**src/sgp_pkg.sv**
```systemverilog
package sgp_pkg;
  localparam int          SGP_AW          = 4;
  localparam logic [3:0]  SGP_CFG_OFF     = 4'h0;
  localparam int          SGP_P3_IN_BIT   = 12;
  localparam int          SGP_P3_DIR_BIT  = 13;
  localparam int          SGP_P3_OUT_BIT  = 14;
  localparam int          SGP_P4_IN_BIT   = 16;
  localparam int          SGP_P4_DIR_BIT  = 17;
  localparam int          SGP_P4_OUT_BIT  = 18;
  localparam int          SGP_P5_IN_BIT   = 20;
  localparam int          SGP_P5_DIR_BIT  = 21;
  localparam int          SGP_P5_OUT_BIT  = 22;
  localparam logic [2:0]  SGP_IN_RST      = 3'h7;
  localparam logic [2:0]  SGP_DIR_RST     = 3'h0;
  localparam logic [2:0]  SGP_OUT_RST     = 3'h0;
  localparam logic [1:0]  SGP_RESP_OKAY   = 2'h0;
  localparam logic [1:0]  SGP_RESP_SLVERR = 2'h2;
endpackage : sgp_pkg

```
**src/sgp_gpio.sv**
```systemverilog
// Decided for this implementation: the AXI4-Lite slave port and the register offsets.
`timescale 1ns/100ps
module sgp_gpio (
  input  wire logic                   i_clk,
  input  wire logic                   i_rst_n,
  input  wire logic [sgp_pkg::SGP_AW-1:0] i_awaddr,
  input  wire logic                   i_awvalid,
  output logic                        o_awready,
  input  wire logic [31:0]            i_wdata,
  input  wire logic [3:0]             i_wstrb,
  input  wire logic                   i_wvalid,
  output logic                        o_wready,
  output logic [1:0]                  o_bresp,
  output logic                        o_bvalid,
  input  wire logic                   i_bready,
  input  wire logic [sgp_pkg::SGP_AW-1:0] i_araddr,
  input  wire logic                   i_arvalid,
  output logic                        o_arready,
  output logic [31:0]                 o_rdata,
  output logic [1:0]                  o_rresp,
  output logic                        o_rvalid,
  input  wire logic                   i_rready,
  input  wire logic [2:0]             i_pin_in,
  output logic [2:0]                  o_pin_out,
  output logic [2:0]                  o_pin_oe
);
  import sgp_pkg::*;

  logic [2:0]            sync1_r;
  logic [2:0]            sync2_r;
  logic [2:0]            dir_r;
  logic [2:0]            val_r;
  logic                  aw_have_r;
  logic                  w_have_r;
  logic [SGP_AW-1:0]     awaddr_r;
  logic [31:0]           wdata_r;
  logic [3:0]            wstrb_r;

  // byte lane that carries a bit of the data word
  function automatic int sgp_lane(input int pos);
    return pos / 8;
  endfunction : sgp_lane

  // gathers one field of each pin, pin three in bit 0
  function automatic logic [2:0] sgp_pick3(input logic [31:0] word, input int b3, input int b4, input int b5);
    return {word[b5], word[b4], word[b3]};
  endfunction : sgp_pick3

  // per-pin update; pins whose lane is not strobed keep their bits
  function automatic logic [2:0] sgp_merge(input logic [2:0] old, input logic [2:0] upd, input logic [2:0] we);
    return (old & ~we) | (upd & we);
  endfunction : sgp_merge

  // only the configuration word is mapped
  function automatic logic sgp_hit(input logic [SGP_AW-1:0] addr);
    return addr == SGP_CFG_OFF;
  endfunction : sgp_hit

  // refuse constants that the decode cannot serve
  if (SGP_AW < 2 || SGP_AW > 32) begin : g_bad_aw
    $error("address width out of range");
  end
  if (SGP_CFG_OFF[1:0] != 2'h0) begin : g_bad_off
    $error("register offset not word aligned");
  end
  // a pin is written from one byte lane, so its two control fields must share it
  if (sgp_lane(SGP_P3_DIR_BIT) != sgp_lane(SGP_P3_OUT_BIT)) begin : g_bad_p3
    $error("pin three fields split across byte lanes");
  end
  if (sgp_lane(SGP_P4_DIR_BIT) != sgp_lane(SGP_P4_OUT_BIT)) begin : g_bad_p4
    $error("pin four fields split across byte lanes");
  end
  if (sgp_lane(SGP_P5_DIR_BIT) != sgp_lane(SGP_P5_OUT_BIT)) begin : g_bad_p5
    $error("pin five fields split across byte lanes");
  end
  if (SGP_P3_IN_BIT > 31 || SGP_P4_IN_BIT > 31 || SGP_P5_IN_BIT > 31) begin : g_bad_in
    $error("pin level field beyond the data word");
  end
  if (SGP_P3_OUT_BIT > 31 || SGP_P4_OUT_BIT > 31 || SGP_P5_OUT_BIT > 31) begin : g_bad_out
    $error("pin control field beyond the data word");
  end

  wire                   aw_take  = i_awvalid & o_awready;
  wire                   w_take   = i_wvalid & o_wready;
  wire                   aw_ok    = aw_have_r | aw_take;
  wire                   w_ok     = w_have_r | w_take;
  wire [SGP_AW-1:0]      wr_addr  = aw_take ? i_awaddr : awaddr_r;
  // a beat taken on an earlier edge is replayed from its holding register
  wire [31:0]            wr_data  = w_take ? i_wdata : wdata_r;
  wire [3:0]             wr_strb  = w_take ? i_wstrb : wstrb_r;
  wire                   wr_fire  = aw_ok & w_ok & ~o_bvalid;
  wire                   wr_hit   = sgp_hit(wr_addr);
  // a pin changes only when its own byte lane is strobed
  wire [2:0]             pin_we   = {3{wr_fire & wr_hit}} & {wr_strb[sgp_lane(SGP_P5_DIR_BIT)],
                                     wr_strb[sgp_lane(SGP_P4_DIR_BIT)], wr_strb[sgp_lane(SGP_P3_DIR_BIT)]};
  wire                   rd_take  = i_arvalid & o_arready;
  wire                   rd_hit   = sgp_hit(i_araddr);
  wire [2:0]             dir_nxt  = sgp_pick3(wr_data, SGP_P3_DIR_BIT,
                                              SGP_P4_DIR_BIT, SGP_P5_DIR_BIT);
  wire [2:0]             val_nxt  = sgp_pick3(wr_data, SGP_P3_OUT_BIT,
                                              SGP_P4_OUT_BIT, SGP_P5_OUT_BIT);
  wire [2:0]             dir_new  = sgp_merge(dir_r, dir_nxt, pin_we);
  wire [2:0]             val_new  = sgp_merge(val_r, val_nxt, pin_we);
  logic [31:0]           cfg_word;

  // all other bits stay zero
  always_comb begin
    cfg_word                 = 32'h0;
    cfg_word[SGP_P3_IN_BIT]  = sync2_r[0];
    cfg_word[SGP_P3_DIR_BIT] = dir_r[0];
    cfg_word[SGP_P3_OUT_BIT] = val_r[0];
    cfg_word[SGP_P4_IN_BIT]  = sync2_r[1];
    cfg_word[SGP_P4_DIR_BIT] = dir_r[1];
    cfg_word[SGP_P4_OUT_BIT] = val_r[1];
    cfg_word[SGP_P5_IN_BIT]  = sync2_r[2];
    cfg_word[SGP_P5_DIR_BIT] = dir_r[2];
    cfg_word[SGP_P5_OUT_BIT] = val_r[2];
  end

  // pin input synchroniser; reads 1 until the pins are sampled
  always_ff @(posedge i_clk or negedge i_rst_n) begin
    if (!i_rst_n) begin
      sync1_r <= SGP_IN_RST;
      sync2_r <= SGP_IN_RST;
    end else begin
      sync1_r <= i_pin_in;
      sync2_r <= sync1_r;
    end
  end

  // control bits; unstrobed pins keep their value
  always_ff @(posedge i_clk or negedge i_rst_n) begin
    if (!i_rst_n) begin
      dir_r <= SGP_DIR_RST;
      val_r <= SGP_OUT_RST;
    end else begin
      dir_r <= dir_new;
      val_r <= val_new;
    end
  end

  // pins follow the registered control bits, driven only as outputs
  always_ff @(posedge i_clk or negedge i_rst_n) begin
    if (!i_rst_n) begin
      o_pin_oe  <= SGP_DIR_RST;
      o_pin_out <= SGP_OUT_RST;
    end else begin
      o_pin_oe  <= dir_new;
      o_pin_out <= val_new & dir_new;
    end
  end

  // address and data come in either order; each waits for the other
  always_ff @(posedge i_clk or negedge i_rst_n) begin
    if (!i_rst_n) begin
      aw_have_r <= 1'b0;
      w_have_r  <= 1'b0;
      awaddr_r  <= '0;
      wdata_r   <= 32'h0;
      wstrb_r   <= 4'h0;
      o_awready <= 1'b1;
      o_wready  <= 1'b1;
      o_bvalid  <= 1'b0;
      o_bresp   <= SGP_RESP_OKAY;
    end else begin
      if (aw_take) awaddr_r <= i_awaddr;
      if (w_take) begin
        wdata_r  <= i_wdata;
        wstrb_r  <= i_wstrb;
      end
      if (wr_fire) begin
        aw_have_r <= 1'b0;
        w_have_r  <= 1'b0;
        o_awready <= 1'b0;
        o_wready  <= 1'b0;
        o_bvalid  <= 1'b1;
        o_bresp   <= wr_hit ? SGP_RESP_OKAY : SGP_RESP_SLVERR;
      end else begin
        if (aw_take) begin
          aw_have_r <= 1'b1;
          o_awready <= 1'b0;
        end
        if (w_take) begin
          w_have_r <= 1'b1;
          o_wready <= 1'b0;
        end
        if (o_bvalid && i_bready) begin
          o_bvalid  <= 1'b0;
          o_awready <= 1'b1;
          o_wready  <= 1'b1;
        end
      end
    end
  end

  // one read at a time; unmapped addresses answer zero with an error
  always_ff @(posedge i_clk or negedge i_rst_n) begin
    if (!i_rst_n) begin
      o_arready <= 1'b1;
      o_rvalid  <= 1'b0;
      o_rdata   <= 32'h0;
      o_rresp   <= SGP_RESP_OKAY;
    end else if (rd_take) begin
      o_arready <= 1'b0;
      o_rvalid  <= 1'b1;
      o_rdata   <= rd_hit ? cfg_word : 32'h0;
      o_rresp   <= rd_hit ? SGP_RESP_OKAY : SGP_RESP_SLVERR;
    end else if (o_rvalid && i_rready) begin
      o_rvalid  <= 1'b0;
      o_arready <= 1'b1;
    end
  end
endmodule : sgp_gpio

```
**config.mk**
```make
export PLATFORM = sky130hd
export DESIGN_NAME = sgp_gpio
export DESIGN_NICKNAME = d
export VERILOG_FILES = /design/src/sgp_pkg.sv /design/src/sgp_gpio.sv
export SDC_FILE = /design/constraint.sdc
export NUM_CORES = 1
export LEC_CHECK = 0
export BUFFER_PORTS_ARGS = -buffer_cell sky130_fd_sc_hd__buf_2
export CORE_ASPECT_RATIO = 1.4
export CORE_MARGIN = 5
export CORE_UTILIZATION = 48
export DETAILED_ROUTE_END_ITERATION = 10
export PLACE_DENSITY = 0.85
export SLEW_MARGIN = 5
export SYNTH_ARGS = -nofsm -noshare
export SYNTH_HDL_FRONTEND = slang
export SYNTH_SLANG_ARGS = --single-unit
```
**constraint.sdc**
```tcl
create_clock -name i_clk -period 4.5 [get_ports i_clk]
set_input_delay 0 -clock i_clk [delete_from_list [all_inputs] [get_ports i_clk]]
set_output_delay 0 -clock i_clk [all_outputs]
set_load 0.03 [all_outputs]
```
**Yosys cells after proc, flatten, opt, wreduce, memory -nomap -nowiden**

Cells that the tools add are included.
Widths: inputs -> output; s select.

- Flip-flop bits (word level): 88
- Output and inout port bits: 47

- Multiplexer cells: 22
- Bitwise operators: 18
- Reduce and logical (&&, ||, !) cells: 10

Operators by type and width:

| cell | number |
|---|---|
| $mux 23 | 2 |
| $and 3x3->3 | 6 |
| $mux 1 | 16 |
| $logic_not 4->1 | 2 |
| $reduce_bool 2->1 | 4 |
| $and 1x1->1 | 6 |
| $or 3x3->3 | 2 |
| $reduce_bool 3->1 | 2 |
| $mux 2 | 2 |
| $mux 4 | 1 |
| $mux 3 | 1 |
| $not 3->3 | 1 |
| $logic_and 1x1->1 | 2 |
| $or 1x1->1 | 2 |
| $not 1->1 | 1 |

**Logic depth before layout (Yosys ltp)**

Gate-level depths: netlist (run 1).

- Word-level depth: 10
- Mapped depth: 4
- Depth with buffers taken out: 4

**Worst setup path after synthesis (run 1)**

Ideal clock, no wire load.

- Kind: register to register
- Start: register o_wready
- End: register o_bresp[1]
- Setup time: 125 ps
- Setup slack: 2903 ps
- Stages on the path, launching flop included: 4
- Period minus slack after synthesis: 1597 ps
- Arrival: 1472 ps
- Data required time: 4375 ps
- Cell sequence: dfstp_2 -> a21oi_1 -> nor3_1 -> mux2_2

- Word-level cells in the longest chain between the ends: 4

RTL lines:

| what | line | source |
|---|---|---|
| start, declared | sgp_gpio.sv:12 | `output logic o_wready,` |
| start signal, assigned | sgp_gpio.sv:162 | `o_wready <= 1'b1;` |
| start signal, assigned | sgp_gpio.sv:175 | `o_wready <= 1'b0;` |
| start signal, assigned | sgp_gpio.sv:185 | `o_wready <= 1'b0;` |
| $and 1x1->1 | sgp_gpio.sv:84 | `wire w_take = i_wvalid & o_wready;` |
| $or 1x1->1 | sgp_gpio.sv:86 | `wire w_ok = w_have_r \| w_take;` |
| $and 1x1->1 (2 in a row) | sgp_gpio.sv:91 | `wire wr_fire = aw_ok & w_ok & ~o_bvalid;` |
| end signal, assigned | sgp_gpio.sv:177 | `o_bresp <= wr_hit ? SGP_RESP_OKAY : SGP_RESP_SLVERR;` |
| end, declared | sgp_gpio.sv:13 | `output logic [1:0] o_bresp,` |

No other way between the ends.
A chain may end at the register's enable or synchronous reset.

**Final worst setup path (run 1)**

- Start: register o_wready
- End: register o_wready

- Word-level cells in the longest chain between the ends: 5

RTL lines:

| what | line |
|---|---|
| $and 1x1->1 * | sgp_gpio.sv:84 |
| $or 1x1->1 | sgp_gpio.sv:86 |
| $and 1x1->1 (2 in a row) | sgp_gpio.sv:91 |
| $reduce_bool 3->1 (no source line) / $mux 1 (equally long branches) | n/a |

Mark *: on every way between the ends. The rest lies on a longest branch, timed or not.

==> results of run 1 <==
[critical path, delay by kind of cell (launching register included)]
kind,cells,cell delay (ps)
buffers and inverters,1,580
DFF,1,580
and+or+nand+nor,1,470
AOI/OAI and AO/OA,2,260
[synthesized netlist by cell type]
library cell / count / area [um2]
dfrtp_1: 36 / 901
buf_4: 25 / 188
mux2_2: 17 / 191
nand2_1: 15 / 56.3
a22o_1: 9 / 78.8
dfstp_2: 9 / 236
mux2i_1: 5 / 50.1
nand3_1: 4 / 20.0
nor2_1: 4 / 15.0
a21oi_1: 3 / 15.0
o21ai_0: 3 / 15.0
inv_1: 2 / 7.51
nand2b_1: 2 / 12.5
a21o_1: 1 / 7.51
a21oi_2: 1 / 8.76
a21oi_4: 1 / 16.3
a32oi_2: 1 / 16.3
and3b_1: 1 / 8.76
clkbuf_1: 1 / 3.75
conb_1: 1 / 3.75
nor2_2: 1 / 6.26
nor2b_1: 1 / 6.26
nor3_1: 1 / 5.00
nor4_2: 1 / 12.5
nor4_4: 1 / 21.3
or4_1: 1 / 7.51
[metrics by stage]
step | worst slack, ps | power, mW
floorplan | 2900 | 0.507
global placement | 2830 | 0.522
detailed placement | 2800 | 0.523
CTS | 2560 | 0.828
global route | 2390 | 0.854
finish | 2540 | 0.817
[area by class of cell]
cell class	count	area [um2]	area share (%)
timing repair buffer	68	445	18.4
sequential	45	1140	47.1
inverter	2	7.51	0.311
clock inverter	2	35.0	1.45
clock buffer	6	72.6	3.00
multi-input combinational	98	664	27.5
tap	43	53.8	2.23
[path summary, 6_finish.rpt]
check	to	start	cells after the start	slack (ps)
worst min register to register	sync2_r[0]	sync1_r[0]	0	360
min in group asynchronous	o_rdata[16]	i_rst_n	2	390
max in group asynchronous	o_rdata[21]	i_rst_n	2	3510
worst max-delay path	o_wready	o_wready	4	2540
worst max register to register	o_wready	o_wready	4	2540
worst min-delay path	wstrb_r[2]	i_wstrb[2]	3	40
[cells by family (layout without fill, tap and decap cells)]
logic type	after synthesis	after routing	share of synthesized area, %
flops	45	45	59.5
other cells	1	25	0.196
compound gates	19	19	8.25
buf+inv	28	78	10.4
simple gates	32	32	8.97
mux	22	22	12.6
[layer usage]
layer | vias to the layer above | wire [um] | global-route usage [%] | share of wire, %
li1 | 606 | - | - | -
met1 | 584 | 1290 | 14.1 | 38
met2 | 40 | 1880 | 23.2 | 54
met3 | 4 | 239 | 4.69 | 6.9
met4 | 0 | 37 | 3.97 | 1.1
met5 | - | 0 | 0 | 0
[placed cells by master (no fill, tap or decap), types with 4 or more instances in the layout]
| master | netlist | routed |
|---|---|---|
| nand2_1 | 15 | 15 |
| conb_1 | 1 | 25 |
| buf_2 | 0 | 47 |
| nand3_1 | 4 | 4 |
| mux2i_1 | 5 | 5 |
| mux2_2 | 17 | 17 |
| dlygate4sd3_1 | 0 | 21 |
| nor2_1 | 4 | 4 |
| a22o_1 | 9 | 9 |
| dfstp_2 | 9 | 9 |
| clkbuf_8 | 0 | 5 |
| dfrtp_1 | 36 | 36 |
[power breakdown]
part / switching [mW] / leakage (nW) / internal, mW
Sequential: 0.00695 / 0.593 / 0.419
Combinational: 0.0712 / 0.626 / 0.0322
Clock: 0.123 / 0.0552 / 0.165
Total: 0.201 / 1.27 / 0.616
[state kept, by name, summed over array words and instances (netlist names), 2 cells and up]
name / cells
o_rdata: 9
wdata_r: 6
awaddr_r: 4
o_pin_oe: 3
o_pin_out: 3
sync1_r: 3
sync2_r: 3
val_r: 3
wstrb_r: 2
[timing repair]
item,in CTS,in global routing
endpoints found under the hold margin,56,0
hold buffers,21,0
setup endpoints to repair,0,0
==> impl_results.md, run 1 <==
- FILL cells: about 310
- Fin Setup TNS: 0 ps
- TritonCTS clock tree: done
- Clk slew on worst S/H paths: around 80 ps
- Synth Instances: between 100 and 150
- Io pins: between 100 and 150
- Worst Path Class, Setup: register to register
- Crit-path max FO: 6
- Placed inst area: approximately 2100 um2
- Period minus WS final: between 1500 and 2000 ps
- Drc violations: 0
- Clk root buf: clkbuf_8
- Iter 0 DRT Violations: 36
- #FFs+latches synth: 45
- Drt via density: about 4.7
- Antenna diodes: 0
- Max VDD drop: ~0.00034 V
- Worst setup EP type: register
- Overall Global Routing Usage: about an eighth
- Worst path max stage delay: between 500 and 600 ps
- Seq/Total Area, Yosys: about three fifths
- Clock Latency Late Sink: between 200 and 300 ps
- Initial DRT Pass Iterations: 4
- Post-synthesis cell area: around 1900 um2
- Power Dens Cells: ~340 nW/um2
- Via count: 1234
- Post-CTS setup buffers: 0
- Hold crit path type: primary input to register
- WP data required: roughly 4700 ps
- Share of cells above drive strength 1: approximately 40%
- Post-route insts no fill: about 260
- Yosys cell types: 26
- Fin Clk Skew: about 9.6 ps
- Crit share post-route: between 40 and 50%
- Maximum clock rate: approximately 500 MHz
- Worst Path Arrival: between 2000 and 2500 ps
- Routed wire length: between 3000 and 4000 um
- Slowest CP cell: dfstp_2
- Endpoints failing setup: 0
- Post-CTS Resized: 0
- Post-DP HPWL: ~2400 um
- Die Span Y: approximately 85 um
- MaxCap Viol Count: 0
- RSZ-0062 raised after global routing: false
- Cell Chain, Critical Path: a21oi_1 > nor3_1 > o21ai_0 > dlygate4sd3_1
- Final net count: around 270
- Initial antenna violation count: 0
- Final Hold Vio Count: 0
- Port buffer count: 47
- Global route overflow: 0
- CP startpoint kind: register
- Final cell utilization of the core: 62.2%
- H-tree depth: 2
- Vias in the first global route: between 1000 and 1500
- Largest net degree at the start of global routing: 46
- Worst Tran Pin Value: 943 ps
- WHS: between 30 and 40 ps
- Static leakage: 1.27 nW
- CTS Sinks: between 40 and 50
- Final slew viol count: 0
- Outcome: complete, no violations
- Deepest clock path buffer count: 2
- Routed Antenna Nets: 0
- Synthesis Warnings: 0
- Total CTS buffers: 5
- GPL Wtd Cong: 0.740
- Final instance area: ~2400 um2
- Die area: about 5400 um2
- Row Count: 27
- Synth Area per Inst: 13.0 um2
- Cell count after placement: 235
- Avg WL per Cell: approximately 13 um
- Chip width: around 63 um
- Synth-to-layout area growth: 26.5%
- Starting density of the core: 49.2%
- Global-route wire length before repair: approximately 5600 um
- Core area: 3880 um2
- Max_slew headroom: a little under two fifths
(Power assumes the default switching activity.)
==> run 2, diff against run 1 <==
--- a/config.mk
+++ b/config.mk
@@ -8,9 +8,9 @@
 export BUFFER_PORTS_ARGS = -buffer_cell sky130_fd_sc_hd__buf_2
 export CORE_ASPECT_RATIO = 1.4
 export CORE_MARGIN = 5
-export CORE_UTILIZATION = 48
+export CORE_UTILIZATION = 40
 export DETAILED_ROUTE_END_ITERATION = 10
-export PLACE_DENSITY = 0.85
+export PLACE_DENSITY = 0.75
 export SLEW_MARGIN = 5
 export SYNTH_ARGS = -nofsm -noshare
 export SYNTH_HDL_FRONTEND = slang
==> constraint.sdc (replaced) <==
create_clock -name i_clk -period 1.7 [get_ports i_clk]
set_input_delay 0 -clock i_clk [delete_from_list [all_inputs] [get_ports i_clk]]
set_output_delay 0 -clock i_clk [all_outputs]
set_load 0.03 [all_outputs]
==> run 2 against run 1 <==
  * Clock skew decreased by 2.5 ps
  * Critical endpoint is now o_pin_oe[1]
  * Die area rose by 17%
  * Hold slack lost 10 ps
  * Critical path type unchanged
  * Core utilization down 7.8 points
  * Clock power rose by 140%
  * Total power increased to 2.6 times the previous value
  * Register-to-register slack worse by 2500 ps
  * Largest cell class unchanged
  * Worst setup slack worse by 2500 ps
==> impl_results.md, run 2 (same netlist as run 1, synthesis figures left out) <==
- Period minus WS final: 1630 ps (-334 ps)
- Max VDD drop: 0.000385 V (+13%)
- Deepest clock path buffer count: 2 (unchanged)
- RR Startpoint: awaddr_r[0]
- WHS: 25.6 ps (-10.1 ps)
- Final Hold Vio Count: 0 (unchanged)
- Fin Clk Skew: 7.13 ps (-2.49 ps)
- FILL cells: 418 (+37%)
- Share of cells above drive strength 1: 41.5% (+2.6 points)
- Reg-to-reg slack, setup: 70 ps (-2470 ps)
- Power Dens Cells: 840 nW/um2 (+150%)
- Most frequent cells in the layout: buf_2, dfrtp_1, conb_1
- Io pins: 101 (unchanged)
- Cell Chain, Critical Path: nor4_4 > a32oi_2 > a21oi_4 > mux2_2
- CP delay by family, top: compound AO/OA/AOI/OAI gates
- Routed wire length: 3710 um (+7.7%)
- CP startpoint kind: register
- CP startpoint: awaddr_r[0]
- Hold path start: i_wstrb[2]
- Hold crit path type: primary input to register
- WP data required: 1880 ps (-2840 ps)
- Overall Global Routing Usage: 13.1% (+0.14 points)
- Chip width: 68.4 um (+8.0%)
- Most flops, register: o_rdata
- Endpoints failing setup: 0 (unchanged)
- Largest net degree at the start of global routing: 27 (-41%)
- H-tree depth: 2 (unchanged)
- Iter 0 DRT Violations: 68 (+89%)
- Synth-to-layout area growth: 30.3%
- Slowest CP cell: dfrtp_1
- Worst path max stage delay: 410 ps (-170 ps)
- Drt via density: 4.52 (-3.2%)
- RSZ-0062 raised after global routing: false
- Static leakage: 1.31 nW (+2.5%)
- Port buffer count: 47 (unchanged)
- Routed Antenna Nets: 0 (unchanged)
- MaxCap Viol Count: 0 (unchanged)
- Worst Tran Pin Value: 561 ps (-382 ps)
- Clock Latency Late Sink: 290 ps (about the same)
- Final net count: 282 (+2.9%)
- Drc violations: 0 (unchanged)
- Fin Setup TNS: 0 ps (unchanged)
- Avg WL per Cell: 12.7 um (-2.3%)
- Worst Path Arrival: 1810 ps (-370 ps)
- Clk root buf: clkbuf_8
- Vias in the first global route: 1391 (+12%)
- Clk slew on worst S/H paths: 80 ps (about the same)
- Worst Path Class, Setup: register to register
- TritonCTS clock tree: done
- Commonest non-fill, non-tap cell in the layout: buf_2
- Row Count: 29 (+7.4%)
- Worst path buffer plus inverter count: 0 (-1)
- Final slew viol count: 0 (unchanged)
- Die area: 6280 um2 (+17%)
- Antenna diodes: 0 (unchanged)
- GPL Wtd Cong: 0.699 (-5.6%)
- Regs by FF count: o_rdata (9), wdata_r (6), awaddr_r (4)
- Maximum clock rate: 615 MHz (+21%)
- Post-DP HPWL: 2680 um (+11%)
- Worst setup EP type: register
- Core area: 4570 um2 (+18%)
- Global-route wire length before repair: 6290 um (+12%)
- Max_slew headroom: 62.6% (+25 points)
- Initial DRT Pass Iterations: 4 (unchanged)
- Crit share post-route: 95.6% (+52 points)
- Global route overflow: 0 (unchanged)
- Starting density of the core: 41.8% (-7.4 points)
- Initial antenna violation count: 0 (unchanged)
- Total CTS buffers: 5 (unchanged)
- Die Span Y: 91.8 um (+8.4%)
- Outcome: complete, no violations
- Post-CTS Resized: 0 (unchanged)
- CTS Sinks: 45 (unchanged)
- Tot Pwr: 2.09 mW (+160%)
- Max FFs per register: 9 (unchanged)
- Crit-path max FO: 5 (-1)
- Via count: 1316 (+6.6%)
==> run 2: what timing repair did <==
item                                    CTS  global route
hold endpoints to repair                 44             0
hold buffers                             21             0
endpoints found under the setup margin    0             3
buffers inserted                          0             2
==> run 2: path summary, 6_finish.rpt <==
kind | endpoint | cells past startpoint
min in group asynchronous | o_rresp[1] | 2
setup / recovery | o_pin_oe[1] | 4
hold reg to reg | sync2_r[2] | 0
max in group asynchronous | sync2_r[1] | 3
setup reg to reg | o_pin_oe[1] | 4
hold / removal | wstrb_r[2] | 3
==> run 2: layer usage <==
layer  vias up  track usage, %  part of all wire (%)
met2        57            22.5                    51
li1        614               -                     -
met1       641            14.6                    39
met5         -               0                     0
met3         4            3.91                   8.6
met4         0            5.47                   1.5
==> run 2: per-stage QoR <==
step           setup WS (ps)  util (%)  cells  cell area [um2]
3_3_place_gp            71.1      47.4    260             2170
2_1_floorplan            103         -    171             2000
6_report                75.0      54.4    291             2490
4_1_cts                 44.1      54.1    289             2470
3_5_place_dp            50.7      47.4    260             2170
5_1_grt                 11.5      54.4    291             2490
==> run 2: cell type report <==
class                      instances  area (um2)  share of cell area (%)
inverter                           2        7.51                   0.302
timing repair buffer              76         505                    20.3
sequential                        45        1140                    45.7
clock buffer                       6        82.6                    3.32
tap                               62        77.6                    3.12
clock inverter                     2        13.8                   0.553
multi-input combinational         98         664                    26.7
==> run 2: where the power goes <==
group	leakage [nW]	total, mW	switching (mW)	internal, mW
logic	0.662	0.283	0.190	0.0924
clock network	0.0512	0.680	0.350	0.329
registers	0.593	1.13	0.0189	1.11
total	1.31	2.09	0.560	1.53
==> run 2: worst reg2reg max path: cells and delay by family (launching register included) <==
| kind | cells | cell delay (ps) |
|---|---|---|
| muxes | 1 | 360 |
| AOI/OAI and AO/OA | 2 | 430 |
| and+or+nand+nor | 1 | 310 |
| DFF | 1 | 410 |
==> run 3, diff against run 2 <==
--- a/config.mk
+++ b/config.mk
@@ -5,13 +5,14 @@
 export SDC_FILE = /design/constraint.sdc
 export NUM_CORES = 1
 export LEC_CHECK = 0
+export ABC_AREA = 1
 export BUFFER_PORTS_ARGS = -buffer_cell sky130_fd_sc_hd__buf_2
 export CORE_ASPECT_RATIO = 1.4
 export CORE_MARGIN = 5
-export CORE_UTILIZATION = 40
+export CORE_UTILIZATION = 41
 export DETAILED_ROUTE_END_ITERATION = 10
-export PLACE_DENSITY = 0.75
-export SLEW_MARGIN = 5
+export PLACE_DENSITY = 0.76
+export SLEW_MARGIN = 30
 export SYNTH_ARGS = -nofsm -noshare
 export SYNTH_HDL_FRONTEND = slang
 export SYNTH_SLANG_ARGS = --single-unit
==> run 3 against run 2 <==
  * Sequential power rose by 36%
  * Largest cell class unchanged
  * Critical path depth rose by 4
  * Worst setup slack improved by 120 ps
  * Critical endpoint is now o_pin_out[1]
  * Largest power group unchanged
==> impl_results.md, run 3 <==
- Sw power: 1.43 mW (+160%)
- Maximum clock rate: 663 MHz (+7.8%)
- Clock power frac: 18.6% (-14 points)
- Seq/Total Area, Yosys: 56.6% (-2.9 points)
- Port buffer count: 47 (unchanged)
- Die area: 6420 um2 (+2.3%)
- Placed inst area: 2240 um2 (+3.5%)
- Synth top area cells: dfrtp_1, dfstp_2, buf_4, nand2_1, inv_1
- Clock Latency Late Sink: 290 ps (about the same)
- Largest family of logic cells by synthesized area: simple AND/OR/NAND/NOR gates
- Most frequent cells in the layout: buf_2, inv_1, nand2_1
- Overall Global Routing Usage: 12.0% (-1.1 points)
- Max VDD drop: 0.000861 V (+120%)
- Cell with the most instances after synthesis: nand2_1
- Deepest clock path buffer count: 2 (unchanged)
- Via count: 1414 (+7.4%)
- Final net count: 335 (+19%)
- Max_slew headroom: 63.8% (+1.2 points)
- Period minus WS final: 1510 ps (-118 ps)
- Int Power: 2.14 mW (+40%)
- RSZ-0062 raised after global routing: false
- Die Span Y: 92.8 um (+1.2%)
- Endpoints failing setup: 0 (unchanged)
- Synth Area in Simple Gates: 19.2% (+10 points)
- Crit share post-route: 88.7% (-6.9 points)
- Starting density of the core: 41.8% (about the same)
- Routed wire length: 3730 um (+0.59%)
- #FFs+latches synth: 45 (unchanged)
- CP delay by family, top: simple AND/OR/NAND/NOR gates
- Worst Path Class, Setup: register to register
- Synth top cells by count: nand2_1, inv_1, dfrtp_1
- Routed Antenna Nets: 0 (unchanged)
- Cell Chain, Critical Path: nand2_4 > nand2_4 > nand3_4 > nor2_8 > nand3_4 > nand2_1 > nand2_1 > nor2_1
- Worst setup EP type: register
- Most flops, register: o_rdata
- Adder-Cell Fraction of Synth Area: 0% (unchanged)
- Initial DRT Pass Iterations: 4 (unchanged)
- GPL Wtd Cong: 0.729 (+4.4%)
- FILL cells: 459 (+9.8%)
- Synth Instances: 212 (+44%)
- WP data required: 1930 ps (+50 ps)
- Final instance area: 2480 um2 (-0.15%)
- Yosys cell types: 19 (-27%)
- EDFF count, synth: 0 (unchanged)
- Total CTS buffers: 5 (unchanged)
- Compound-cell area share of the yosys netlist: 6.29% (-2.0 points)
- Synth Flop Type: dfrtp_1
- Clk root buf: clkbuf_8
- Worst Path Arrival: 1730 ps (-80 ps)
- Clk slew on worst S/H paths: 80 ps (about the same)
- CP startpoint kind: register
- Drc violations: 0 (unchanged)
- CTS Sinks: 45 (unchanged)
- MaxCap Viol Count: 0 (unchanged)
- Core area: 4800 um2 (+5.1%)
- Seq pwr share: 43.1% (-11 points)
- Antenna diodes: 0 (unchanged)
- Post-synthesis cell area: 2010 um2 (+5.2%)
- XOR/XNOR Fraction of Synth Area: 0% (unchanged)
- TritonCTS clock tree: done
- Outcome: complete, no violations
- Global-route wire length before repair: 6070 um (-3.6%)
- Regs by FF count: o_rdata (9), wdata_r (6), awaddr_r (4)
- Post-DP HPWL: 2780 um (+3.9%)
- Hold crit path type: primary input to register
- Worst Tran Pin Value: 543 ps (-17.8 ps)
- Chip width: 69.2 um (+1.1%)
- Final slew viol count: 0 (unchanged)
- H-tree depth: 2 (unchanged)
- Avg WL per Cell: 10.8 um (-15%)
- Post-CTS setup buffers: 0 (unchanged)
- Largest net degree at the start of global routing: 46 (+70%)
- Fin Setup TNS: 0 ps (unchanged)
- Iter 0 DRT Violations: 28 (-59%)
- Global route overflow: 0 (unchanged)
- Drt via density: 4.09 (-9.6%)
- Power Dens Cells: 1440 nW/um2 (+71%)
- Vias in the first global route: 1366 (-1.8%)
- Share of cells above drive strength 1: 27.7% (-14 points)
- Crit-path max FO: 9 (+4)
- Worst path buffer plus inverter count: 0 (unchanged)
- Commonest non-fill, non-tap cell in the layout: buf_2
- Ys async rst share: 100% (unchanged)
- Sw Share: 40.0% (+13 points)
- Multiplexer share of the synthesized area: 0% (-13 points)
- Max FFs per register: 9 (unchanged)
- Synth-to-layout area growth: 23.7%
- Final Hold Vio Count: 0 (unchanged)
- Io pins: 101 (unchanged)
- Initial antenna violation count: 0 (unchanged)
- Synthesis Warnings: 0 (unchanged)
- Row Count: 30 (+3.4%)
- Fin Clk Skew: 8.08 ps (+0.950 ps)
- Area share of the leading cell type in the synthesized netlist: 44.8% (-2.3 points)
- Combinational power share: 38.2% (+25 points)
- Synth Area per Inst: 9.48 um2 (-27%)
- Static leakage: 1.37 nW (+4.9%)
- Slowest CP cell: dfstp_2
- Leading area contributor after synthesis: dfrtp_1
- Worst path max stage delay: 610 ps (+200 ps)
-- run 3: changes by cell type after synthesis, moves of 5 or more --
cell     change
inv_1       +41
nand2_1     +29
o21ai_0     +18
mux2_2      -17
a22o_1       -9
nand4_1      +6
mux2i_1      -5
nand2_2      +5
-- run 3: per-layer routing --
layer	wire length [um]	global-route usage, %	share of wire [%]
met1	1460	12.7	39
met2	1970	20.9	53
met5	0	0	0
met4	19	4.89	0.51
met3	285	5.21	7.6
-- run 3: tightest hold or removal path, stage by stage --
cell and delay (ps):
buf_2 80, nand2_1 40, nand2_1 120
-- run 3: final cells by class --
class	instances	area, um2	area share (%)
multi-input cells	121	608	24.5
inverters	43	161	6.50
flip-flops and latches	45	1140	45.8
clock buffers	8	90.1	3.63
well taps	64	80.1	3.22
repair buffers	65	408	16.4
-- run 3: power groups by stage --
| stage | registers, mW | logic (mW) | clock network, mW |
|---|---|---|---|
| floorplan | 1.79 | 0.813 | 0 |
| global placement | 1.54 | 1.33 | 0 |
| detailed placement | 1.56 | 1.36 | 0 |
| CTS | 1.54 | 1.39 | 0.697 |
| global route | 1.57 | 1.53 | 0.742 |
| finish | 1.54 | 1.37 | 0.665 |
-- run 3: worst paths after layout --
| path | startpoint | end | slack (ps) | cells past startpoint |
|---|---|---|---|---|
| setup / recovery | o_awready | o_pin_out[1] | 190 | 8 |
| hold / removal | i_wstrb[1] | wstrb_r[1] | 6 | 3 |
| setup reg to reg | o_awready | o_pin_out[1] | 190 | 8 |
| hold reg to reg | sync1_r[1] | sync2_r[1] | 360 | 0 |
| max in group asynchronous | i_rst_n | sync2_r[0] | 1010 | 3 |
| min in group asynchronous | i_rst_n | wstrb_r[2] | 310 | 3 |
-- run 3: repair_timing --
action / in CTS / in global routing
gates resized for setup: 0 / 1
endpoints found under the setup margin: 0 / 7
hold buffers: 14 / 1
hold endpoints to repair: 49 / 1
-- run 3: per-stage QoR --
| stage | hold WS [ps] | util (%) | cells | setup slack [ps] | total power [mW] |
|---|---|---|---|---|---|
| 6_report | 5.62 | 51.7 | 346 | 193 | 3.57 |
| 4_1_cts | 1.62 | 51.5 | 345 | 97.6 | 3.62 |
| 3_5_place_dp | 106 | 46.7 | 323 | 107 | 2.91 |
| 2_1_floorplan | -296 | - | 236 | 170 | 2.60 |
| 5_1_grt | 7.45 | 51.7 | 346 | 9.70 | 3.84 |
| 3_3_place_gp | 106 | 46.7 | 323 | 134 | 2.87 |
-- run 3: logic make-up (layout without fill, tap and decap cells) --
kind of cell	Yosys count	count (layout)
AND/OR/NAND/NOR	72	72
buffers and inverters	70	116
flip-flops	45	45
AO/OA/AOI/OAI	24	24
other	1	25
